[src/tcu_defs.svh]
`ifndef TCU_DEFS_SVH
`define TCU_DEFS_SVH

// register word indices, byte address is index * 4
`define TCU_IDX_BASE_L   6'h00
`define TCU_IDX_BASE_H   6'h01
`define TCU_IDX_T1       6'h02
`define TCU_IDX_T2       6'h03
`define TCU_IDX_PR1      6'h04
`define TCU_IDX_BTC      6'h05
`define TCU_IDX_PR2      6'h06
`define TCU_IDX_T3_L     6'h07
`define TCU_IDX_T3_H     6'h08
`define TCU_IDX_PC1_L    6'h09
`define TCU_IDX_PC1_H    6'h0a
`define TCU_IDX_CA2_L    6'h0b
`define TCU_IDX_CA2_H    6'h0c
`define TCU_IDX_IST      6'h0d
`define TCU_IDX_IMASK    6'h0e
`define TCU_IDX_CAPCFG   6'h0f
`define TCU_IDX_TCC      6'h16

// base_timer_control fields
`define TCU_BTC_SE       6
`define TCU_BTC_CS       5
`define TCU_BTC_PS_HI    4
`define TCU_BTC_WMASK    8'hfe
`define TCU_BTC_RST      8'h00

// timer_capture_control fields
`define TCU_TCC_CS1      0
`define TCU_TCC_CS2      1
`define TCU_TCC_CS3      2
`define TCU_TCC_CHAIN    3
`define TCU_TCC_RST      8'h00

// interrupt status bits
`define TCU_IRQ_BASE     0
`define TCU_IRQ_T1       1
`define TCU_IRQ_T2       2
`define TCU_IRQ_T3       3
`define TCU_IRQ_CA1      4
`define TCU_IRQ_CA2      5

// pin positions in the synchroniser vectors
`define TCU_PIN_BASE     0
`define TCU_PIN_SHARED   1
`define TCU_PIN_T3       2
`define TCU_PIN_CA1      3
`define TCU_PIN_IDLE     5'h1f

`define TCU_PRE_FULL     8'hff

`endif

[src/tcu_pkg.sv]
package tcu_pkg;

  typedef enum logic [1:0] {
    CAP_FALL,
    CAP_RISE,
    CAP_RISE4,
    CAP_RISE16
  } tcu_cap_mode_t;

  typedef struct packed {
    logic [4:0]      s0;
    logic [4:0]      s1;
    logic [4:0]      s2;
    logic [4:0]      flt;
    logic [7:0]      btc;
    logic [7:0]      tcc;
    logic            cap_cfg;
    logic [7:0]      pre;
    logic [15:0]     t0;
    logic [7:0]      t1;
    logic [7:0]      t2;
    logic [7:0]      pr1;
    logic [7:0]      pr2;
    logic [15:0]     t3;
    logic [15:0]     pc1;
    logic [15:0]     ca2;
    logic [1:0][3:0] div;
    logic [5:0]      ist;
    logic [5:0]      imask;
    logic            ack;
    logic [7:0]      dat;
    logic            t1m;
    logic            t2m;
  } tcu_state_t;

endpackage : tcu_pkg

[src/tcu_top.sv]
// Chosen here: the Wishbone register port.
`timescale 1ns/1ps
`include "tcu_defs.svh"

// Overview of operation
// - base timer is 16 bits, byte accessible
// - 8-bit prescaler, ratios 1 to 256
// - base source bit: internal or pin
// - two 8-bit timers, periods and flags
// - internal clock or shared pin falling edges
// - chain bit joins timers into 16 bits
// - per-timer clock select bits 0 and 1
// - capture timer clock select, own pin
// - capture timer 16 bits, two bytes
// - one pair is period or capture one
// - second pair holds only capture two
// - captures latch capture timer on event
// - capture two mode field selects trigger
// - capture one uses same trigger encoding
// - 8-bit timers give pwm time base
module tcu_top #(
  parameter int CAP_CHANNELS = 2
) (
  input  wire logic        CORE_CLK,
  input  wire logic        RST,
  input  wire logic        WB_CYC_I,
  input  wire logic        WB_STB_I,
  input  wire logic        WB_WE_I,
  input  wire logic [7:0]  WB_ADR_I,
  input  wire logic [3:0]  WB_SEL_I,
  input  wire logic [31:0] WB_DAT_I,
  output logic      [31:0] WB_DAT_O,
  output logic             WB_ACK_O,
  output logic             IRQ,
  input  wire logic        BASE_CLK_PIN,
  input  wire logic        SHARED_CLK_PIN,
  input  wire logic        CAP_TIMER_CLK_PIN,
  input  wire logic        CAPTURE_ONE_PIN,
  input  wire logic        CAPTURE_TWO_PIN,
  output logic      [7:0]  T1_COUNT,
  output logic      [7:0]  T2_COUNT,
  output logic             T1_MATCH,
  output logic             T2_MATCH
);
  import tcu_pkg::*;

  // the register map only has room for two capture channels
  if (CAP_CHANNELS != 2) begin : g_bad_channels
    $error("capture channel count must be two");
  end

  tcu_state_t  r;
  tcu_state_t  n;
  logic [5:0]  idx;
  logic        req;
  logic        wr_en;
  logic [7:0]  wdat;
  logic [7:0]  rdata;
  logic [4:0]  upd;
  logic [4:0]  rise;
  logic [4:0]  fall;
  logic [7:0]  pre_lim;
  logic        base_tick;
  logic        tick1;
  logic        tick2;
  logic        tick3;
  logic [1:0]  cap_evt;
  logic [1:0][3:0] div_n;
  logic [5:0]  ist_set;
  logic [5:0]  ist_clr;

  assign idx   = WB_ADR_I[7:2];
  assign req   = WB_CYC_I && WB_STB_I && !r.ack;
  assign wr_en = req && WB_WE_I && WB_SEL_I[0];
  assign wdat  = WB_DAT_I[7:0];

  // a change counts only once stages two and three agree
  assign upd  = ~(r.s1 ^ r.s2) & (r.s1 ^ r.flt);
  assign rise = upd & r.s1;
  assign fall = upd & ~r.s1;

  // codes 1xxx all give the longest ratio
  assign pre_lim = r.btc[`TCU_BTC_PS_HI] ? `TCU_PRE_FULL :
                   (8'h01 << r.btc[3:1]) - 8'h01;
  assign base_tick = r.btc[`TCU_BTC_CS] ? 1'b1 :
                     (r.btc[`TCU_BTC_SE] ? rise[`TCU_PIN_BASE]
                                         : fall[`TCU_PIN_BASE]);
  assign tick1 = r.tcc[`TCU_TCC_CS1] ? fall[`TCU_PIN_SHARED] : 1'b1;
  assign tick2 = r.tcc[`TCU_TCC_CS2] ? fall[`TCU_PIN_SHARED] : 1'b1;
  assign tick3 = r.tcc[`TCU_TCC_CS3] ? fall[`TCU_PIN_T3] : 1'b1;

  // capture trigger qualification, one instance per channel
  generate
    for (genvar i = 0; i < CAP_CHANNELS; i++) begin : g_cap
      logic          evt;
      logic [3:0]    dv;
      tcu_cap_mode_t mode;
      logic          rs;
      logic          fl;
      always_comb begin
        mode = tcu_cap_mode_t'(r.tcc[4 + 2 * i +: 2]);
        rs   = rise[`TCU_PIN_CA1 + i];
        fl   = fall[`TCU_PIN_CA1 + i];
        dv   = rs ? r.div[i] + 4'h1 : r.div[i];
        case (mode)
          CAP_FALL:   evt = fl;
          CAP_RISE:   evt = rs;
          CAP_RISE4:  evt = rs && (r.div[i][1:0] == 2'h3);
          CAP_RISE16: evt = rs && (r.div[i] == 4'hf);
          default:    evt = 1'b0;
        endcase
      end
      assign cap_evt[i] = evt;
      assign div_n[i]   = dv;
    end
  endgenerate

  always_comb begin
    case (idx)
      `TCU_IDX_BASE_L: rdata = r.t0[7:0];
      `TCU_IDX_BASE_H: rdata = r.t0[15:8];
      `TCU_IDX_T1:     rdata = r.t1;
      `TCU_IDX_T2:     rdata = r.t2;
      `TCU_IDX_PR1:    rdata = r.pr1;
      `TCU_IDX_BTC:    rdata = r.btc & `TCU_BTC_WMASK;
      `TCU_IDX_PR2:    rdata = r.pr2;
      `TCU_IDX_T3_L:   rdata = r.t3[7:0];
      `TCU_IDX_T3_H:   rdata = r.t3[15:8];
      `TCU_IDX_PC1_L:  rdata = r.pc1[7:0];
      `TCU_IDX_PC1_H:  rdata = r.pc1[15:8];
      `TCU_IDX_CA2_L:  rdata = r.ca2[7:0];
      `TCU_IDX_CA2_H:  rdata = r.ca2[15:8];
      `TCU_IDX_IST:    rdata = {2'h0, r.ist};
      `TCU_IDX_IMASK:  rdata = {2'h0, r.imask};
      `TCU_IDX_CAPCFG: rdata = {7'h00, r.cap_cfg};
      `TCU_IDX_TCC:    rdata = r.tcc;
      default:         rdata = 8'h00;
    endcase
  end

  always_comb begin
    n       = r;
    ist_set = 6'h00;
    ist_clr = 6'h00;
    n.s0  = {CAPTURE_TWO_PIN, CAPTURE_ONE_PIN, CAP_TIMER_CLK_PIN,
             SHARED_CLK_PIN, BASE_CLK_PIN};
    n.s1  = r.s0;
    n.s2  = r.s1;
    n.flt = (r.flt & ~upd) | (r.s1 & upd);
    n.ack = req;
    if (req && !WB_WE_I) begin
      n.dat = rdata;
    end
    n.t1m = 1'b0;
    n.t2m = 1'b0;

    if (base_tick) begin
      if (r.pre >= pre_lim) begin
        n.pre = 8'h00;
        n.t0  = r.t0 + 16'h1;
        if (r.t0 == 16'hffff) begin
          ist_set[`TCU_IRQ_BASE] = 1'b1;
        end
      end else begin
        n.pre = r.pre + 8'h1;
      end
    end

    if (r.tcc[`TCU_TCC_CHAIN]) begin
      // chained pair runs on the first timer's clock select
      if (tick1) begin
        if ({r.t2, r.t1} == {r.pr2, r.pr1}) begin
          n.t1  = 8'h00;
          n.t2  = 8'h00;
          n.t1m = 1'b1;
          ist_set[`TCU_IRQ_T1] = 1'b1;
        end else begin
          {n.t2, n.t1} = {r.t2, r.t1} + 16'h1;
        end
      end
    end else begin
      if (tick1) begin
        if (r.t1 == r.pr1) begin
          n.t1  = 8'h00;
          n.t1m = 1'b1;
          ist_set[`TCU_IRQ_T1] = 1'b1;
        end else begin
          n.t1 = r.t1 + 8'h1;
        end
      end
      if (tick2) begin
        if (r.t2 == r.pr2) begin
          n.t2  = 8'h00;
          n.t2m = 1'b1;
          ist_set[`TCU_IRQ_T2] = 1'b1;
        end else begin
          n.t2 = r.t2 + 8'h1;
        end
      end
    end

    if (tick3) begin
      if (!r.cap_cfg && r.t3 == r.pc1) begin
        n.t3 = 16'h0000;
        ist_set[`TCU_IRQ_T3] = 1'b1;
      end else begin
        n.t3 = r.t3 + 16'h1;
        if (r.t3 == 16'hffff) begin
          ist_set[`TCU_IRQ_T3] = 1'b1;
        end
      end
    end

    // software writes win over counting
    if (wr_en) begin
      case (idx)
        `TCU_IDX_BASE_L: n.t0[7:0]  = wdat;
        `TCU_IDX_BASE_H: n.t0[15:8] = wdat;
        `TCU_IDX_T1:     n.t1       = wdat;
        `TCU_IDX_T2:     n.t2       = wdat;
        `TCU_IDX_PR1:    n.pr1      = wdat;
        `TCU_IDX_BTC:    n.btc      = wdat & `TCU_BTC_WMASK;
        `TCU_IDX_PR2:    n.pr2      = wdat;
        `TCU_IDX_T3_L:   n.t3[7:0]  = wdat;
        `TCU_IDX_T3_H:   n.t3[15:8] = wdat;
        `TCU_IDX_PC1_L:  n.pc1[7:0] = wdat;
        `TCU_IDX_PC1_H:  n.pc1[15:8] = wdat;
        `TCU_IDX_CA2_L:  n.ca2[7:0] = wdat;
        `TCU_IDX_CA2_H:  n.ca2[15:8] = wdat;
        `TCU_IDX_IST:    ist_clr    = wdat[5:0];
        `TCU_IDX_IMASK:  n.imask    = wdat[5:0];
        `TCU_IDX_CAPCFG: n.cap_cfg  = wdat[0];
        `TCU_IDX_TCC:    n.tcc      = wdat;
        default:         n.pre      = n.pre;
      endcase
    end

    // a hardware capture beats a same-cycle software write
    n.div = div_n;
    if (r.cap_cfg && cap_evt[0]) begin
      n.pc1 = r.t3;
      ist_set[`TCU_IRQ_CA1] = 1'b1;
    end
    if (cap_evt[1]) begin
      n.ca2 = r.t3;
      ist_set[`TCU_IRQ_CA2] = 1'b1;
    end
    n.ist = (r.ist & ~ist_clr) | ist_set;
  end

  always_ff @(posedge CORE_CLK) begin
    if (RST) begin
      r     <= '0;
      r.btc <= `TCU_BTC_RST;
      r.tcc <= `TCU_TCC_RST;
      // pins idle high, so leaving reset shows no false edge
      r.s0  <= `TCU_PIN_IDLE;
      r.s1  <= `TCU_PIN_IDLE;
      r.s2  <= `TCU_PIN_IDLE;
      r.flt <= `TCU_PIN_IDLE;
    end else begin
      r <= n;
    end
  end

  assign WB_DAT_O = {24'h000000, r.dat};
  assign WB_ACK_O = r.ack;
  assign IRQ      = |(r.ist & r.imask);
  assign T1_COUNT = r.t1;
  assign T2_COUNT = r.t2;
  assign T1_MATCH = r.t1m;
  assign T2_MATCH = r.t2m;

  logic wr_t0;
  logic wr_t12;
  logic wr_t3;
  logic wr_ca2;
  logic wr_pc1;
  assign wr_t0  = wr_en && (idx == `TCU_IDX_BASE_L || idx == `TCU_IDX_BASE_H);
  assign wr_t12 = wr_en && (idx == `TCU_IDX_T1 || idx == `TCU_IDX_T2);
  assign wr_t3  = wr_en && (idx == `TCU_IDX_T3_L || idx == `TCU_IDX_T3_H);
  assign wr_ca2 = wr_en && (idx == `TCU_IDX_CA2_L || idx == `TCU_IDX_CA2_H);
  assign wr_pc1 = wr_en && (idx == `TCU_IDX_PC1_L || idx == `TCU_IDX_PC1_H);
endmodule : tcu_top
[config.mk]
export PLATFORM = sky130hd
export DESIGN_NAME = tcu_top
export DESIGN_NICKNAME = d
export VERILOG_FILES = /design/src/tcu_pkg.sv /design/src/tcu_top.sv
export VERILOG_INCLUDE_DIRS = /design/src
export SDC_FILE = /design/constraint.sdc
export NUM_CORES = 1
export LEC_CHECK = 0
export ABC_CLOCK_PERIOD_IN_PS = 3990
export BUFFER_PORTS_ARGS = -buffer_cell sky130_fd_sc_hd__buf_2
export CORE_UTILIZATION = 55
export CTS_CLUSTER_SIZE = 40
export DETAILED_ROUTE_END_ITERATION = 6
export HOLD_SLACK_MARGIN = 0.1
export PLACE_DENSITY = 0.79
export SLEW_MARGIN = 10
export SYNTH_ARGS = -nofsm -noshare
export SYNTH_HDL_FRONTEND = slang
export SYNTH_SLANG_ARGS = --single-unit
[constraint.sdc]
create_clock -name CORE_CLK -period 3.99 [get_ports CORE_CLK]
set_input_delay 0.1995 -clock CORE_CLK [delete_from_list [all_inputs] [get_ports CORE_CLK]]
set_output_delay 0.1995 -clock CORE_CLK [all_outputs]
set_load 0.02 [all_outputs]
==> results.py <==
metrics = {
    "layout": {
        "stdcell_count": 1385,
        "fill_cells": 1527,
        "areaGrowthSynthToFinish_pct": 5.70,
        "seq_area_sq_um": 3420,
        "final_layout_size_suffix_gt1_share_pct": 11.1,
        "multi_input_area_sq_um": 5750,
        "utilization_pct": 60.0,
        "nets": 1217,
        "diodes": 0,
        "final_design_area_no_fill_sq_um": 10400,
    },
    "sta": {
        "rsz0062_at_grt": "no",
        "max_clock_freq_ghz": 0.289,
        "setup_viol": 0,
        "period_needed_ns": 3.46,
        "whs_ns": 0.171,
        "final.period_utilization_pct": 86.6,
        "fin_ws_ns": 0.534,
        "final_hold_viol_count": 0,
        "slew_violations": 0,
        "clock-skew-final_ns": 0.0114,
        "maxSlewHeadroom_pct": 29.9,
        "tns_ns": 0,
        "worst_slew_pin_slew_ns": 1.04,
    },
    "place": {
        "port_buffers": 52,
        "dp_slack_ns": 0.572,
        "gp_congestion": 0.980,
        "hpwlAfterDp_um": 19300,
        "placed_cell_area_sq_um": 9830,
        "dp_cells": 1348,
    },
    "synth": {
        "synth_cells": 1185,
        "synth_top_area_share_pct": 34.6,
        "synth_flop_cell": "dfxtp_1",
        "synth_edf_count": 0,
        "synth_cell_type_count": 75,
        "synth_common_cells": "dfxtp_1, nor2_1, nand2_1",
        "synth_area_leader_cell": "dfxtp_1",
        "ys_warn_count": 0,
        "synth_seq_cells": 171,
        "async_flop_share_pct": 0,
        "yosysSeqAreaShare_pct": 34.6,
        "synth_area_sq_um": 9890,
        "syn_area_per_cell_sq_um": 8.34,
        "yosysMostFrequentCell": "dfxtp_1",
        "synthTopCellsByArea": "dfxtp_1, mux2i_1, nor2_1",
    },
    "hold_path": {
        "hold_path_startpoint": "WB_CYC_I",
        "worst_hold_path_type": "in2reg",
    },
    "floorplan": {
        "io-pin-count": 106,
        "die_w_um": 136,
        "rows": 48,
        "fp.dieH_um": 136,
        "fp.coreArea_sq_um": 17400,
        "start_util_pct": 56.8,
        "dieArea_sq_um": 18500,
    },
    "critical_path": {
        "crit_path_top_delay_cell": "or3_1",
        "cp_data_required_time_ns": 4.33,
        "crit_type": "reg2reg",
        "startpoint": "r[145]$_SDFFE_PP0P_",
        "arrival_ns": 3.79,
        "reg2reg_slack_ns": 0.53,
        "rr_startpoint": "r[145]$_SDFFE_PP0P_",
        "path_buf_inv": 0,
        "critPathTopFamily": "simple AND/OR/NAND/NOR gates",
        "critPathLaunchType": "flop",
        "path_max_fanout": 11,
        "critPathMaxStageDelay_ns": 0.42,
        "end_kind": "flop",
        "crit_chain": "or3_1, ha_1, xnor2_1, and3_1, a211oi_1, ha_1, o21ai_0, a21oi_1, o21a_1, nand4_1, or3_1, a311oi_1",
    },
    "run": {
        "maxCapViolCount": 0,
    },
    "clocking": {
        "cts_inserted_buffers": 17,
        "clkTransAtPathRegs_ns": 0.06,
        "cts_tree": "yes",
        "worst_skew_pair.late_latency_ns": 0.44,
        "cts_buffer_depth": 2,
        "clockRootBuffer": "clkbuf_16",
        "cts_sinks": 171,
        "cts_max_level": 4,
    },
    "drt": {
        "wl_per_cell_um": 20.6,
        "wl_met1_um": 11900,
        "vias": 8883,
        "route.met3.wl_um": 2990,
        "ant_nets": 0,
        "wl_met2_um": 12500,
        "wl_um": 28500,
        "viasPerCell": 6.41,
        "routed.top_layer": "met4",
        "first_pass_iters": 7,
        "drcViolationCount": 13,
        "drt-initial-drc-count": 1113,
    },
    "global_route": {
        "first_global_vias": 7897,
        "grt_pass1_wl_um": 44100,
        "grt_start_max_net_pins": 84,
        "grt-ovfl-total": 0,
        "gr-usage-all-layers_pct": 31.3,
        "grt_antenna_before_repair": 1,
    },
    "run_status": {
        "violations": "design-rule violations",
        "status": "finished with violations",
    },
    "power_and_ir_drop": {
        "total_leakage_power_nw": 3.89,
        "cellPowerDensity_nw_per_um2": 339,
        "p_total_mw": 3.54,
        "vdd_drop_max_uv": 283,
    },
}
[layout make-up]
class,count,share of cell area (%)
clock buffers,21,4.31
clock inverters,11,1.15
inverters,12,0.431
multi-input cells,881,55.0
flip-flops and latches,171,32.8
well taps,225,2.69
repair buffers,64,3.62
[where the power goes]
group / leakage, nW / internal, mW / total, mW / switching [mW]
registers: 1.38 / 1.72 / 1.73 / 0.0101
logic: 2.23 / 0.0416 / 0.175 / 0.133
clock network: 0.273 / 0.936 / 1.63 / 0.699
total: 3.89 / 2.70 / 3.54 / 0.842
[worst min-delay path, cell delays in order]
cell      delay, ns
buf_2          0.10
nand3b_2       0.18
nor2_1         0.06
[what timing repair did]
item                       in CTS  in global routing
hold buffers                    5                  0
setup endpoints to repair       0                  0
buffers inserted                0                  0
gates resized for setup         0                  0
hold endpoints to repair        5                  0
[state kept, by name (all words and copies together), names as in the netlist, named ones only]
signal,cells
r,125
g_cap.mode,4
WB_DAT_O,8
T1_MATCH,1
T2_MATCH,1
T1_COUNT,8
n,10
WB_ACK_O,1
T2_COUNT,8
[cell families after synthesis]
kind of cell,count (synthesis),synth area share [%]
AOI/OAI and AO/OA,214,14.9
xor gates and xnor gates,83,7.35
adders and majority gates,16,2.03
buffers and inverters,156,8.20
DFF,171,34.6
muxes,85,9.25
other,1,0.0379
and+or+nand+nor,459,23.6
[final timing paths]
check	to	cells after the start
max	r[125]$_SDFF_PP0_	12
max reg2reg	r[125]$_SDFF_PP0_	12
min	WB_ACK_O$_SDFF_PP0_	3
min reg2reg	n[157]$_SDFF_PP1_	1
[metal layers]
| layer | up-vias | GRT usage, % |
|---|---|---|
| li1 | 4049 | - |
| met1 | 4186 | 41.9 |
| met2 | 547 | 48.3 |
| met3 | 101 | 7.12 |
| met4 | 0 | 13.1 |
| met5 | - | 0 |
[placed cells by master (no fill, tap or decap), drive strengths merged, types with 5 or more instances in the layout]
cell type and instances:
dfxtp 171, nor2 170, nand2 80, mux2i 79, buf 59, a21oi 56
xor2 49, nand3 42, a22oi 38, xnor2 34, a211oi 31, nand4 28
o21ai 27, conb 24, clkbuf 21, or3 19, or2 19, nor3 19
and3 17, ha 16, inv 13, nor4 11, and2 10, a311oi 9
nor2b 8, nand2b 8, a222oi 8, o21bai 6, nor3b 6, o211ai 5
mux4 5, dlygate4sd3 5, clkinv 5
No activity file was read; power rests on OpenSTA's default activity.
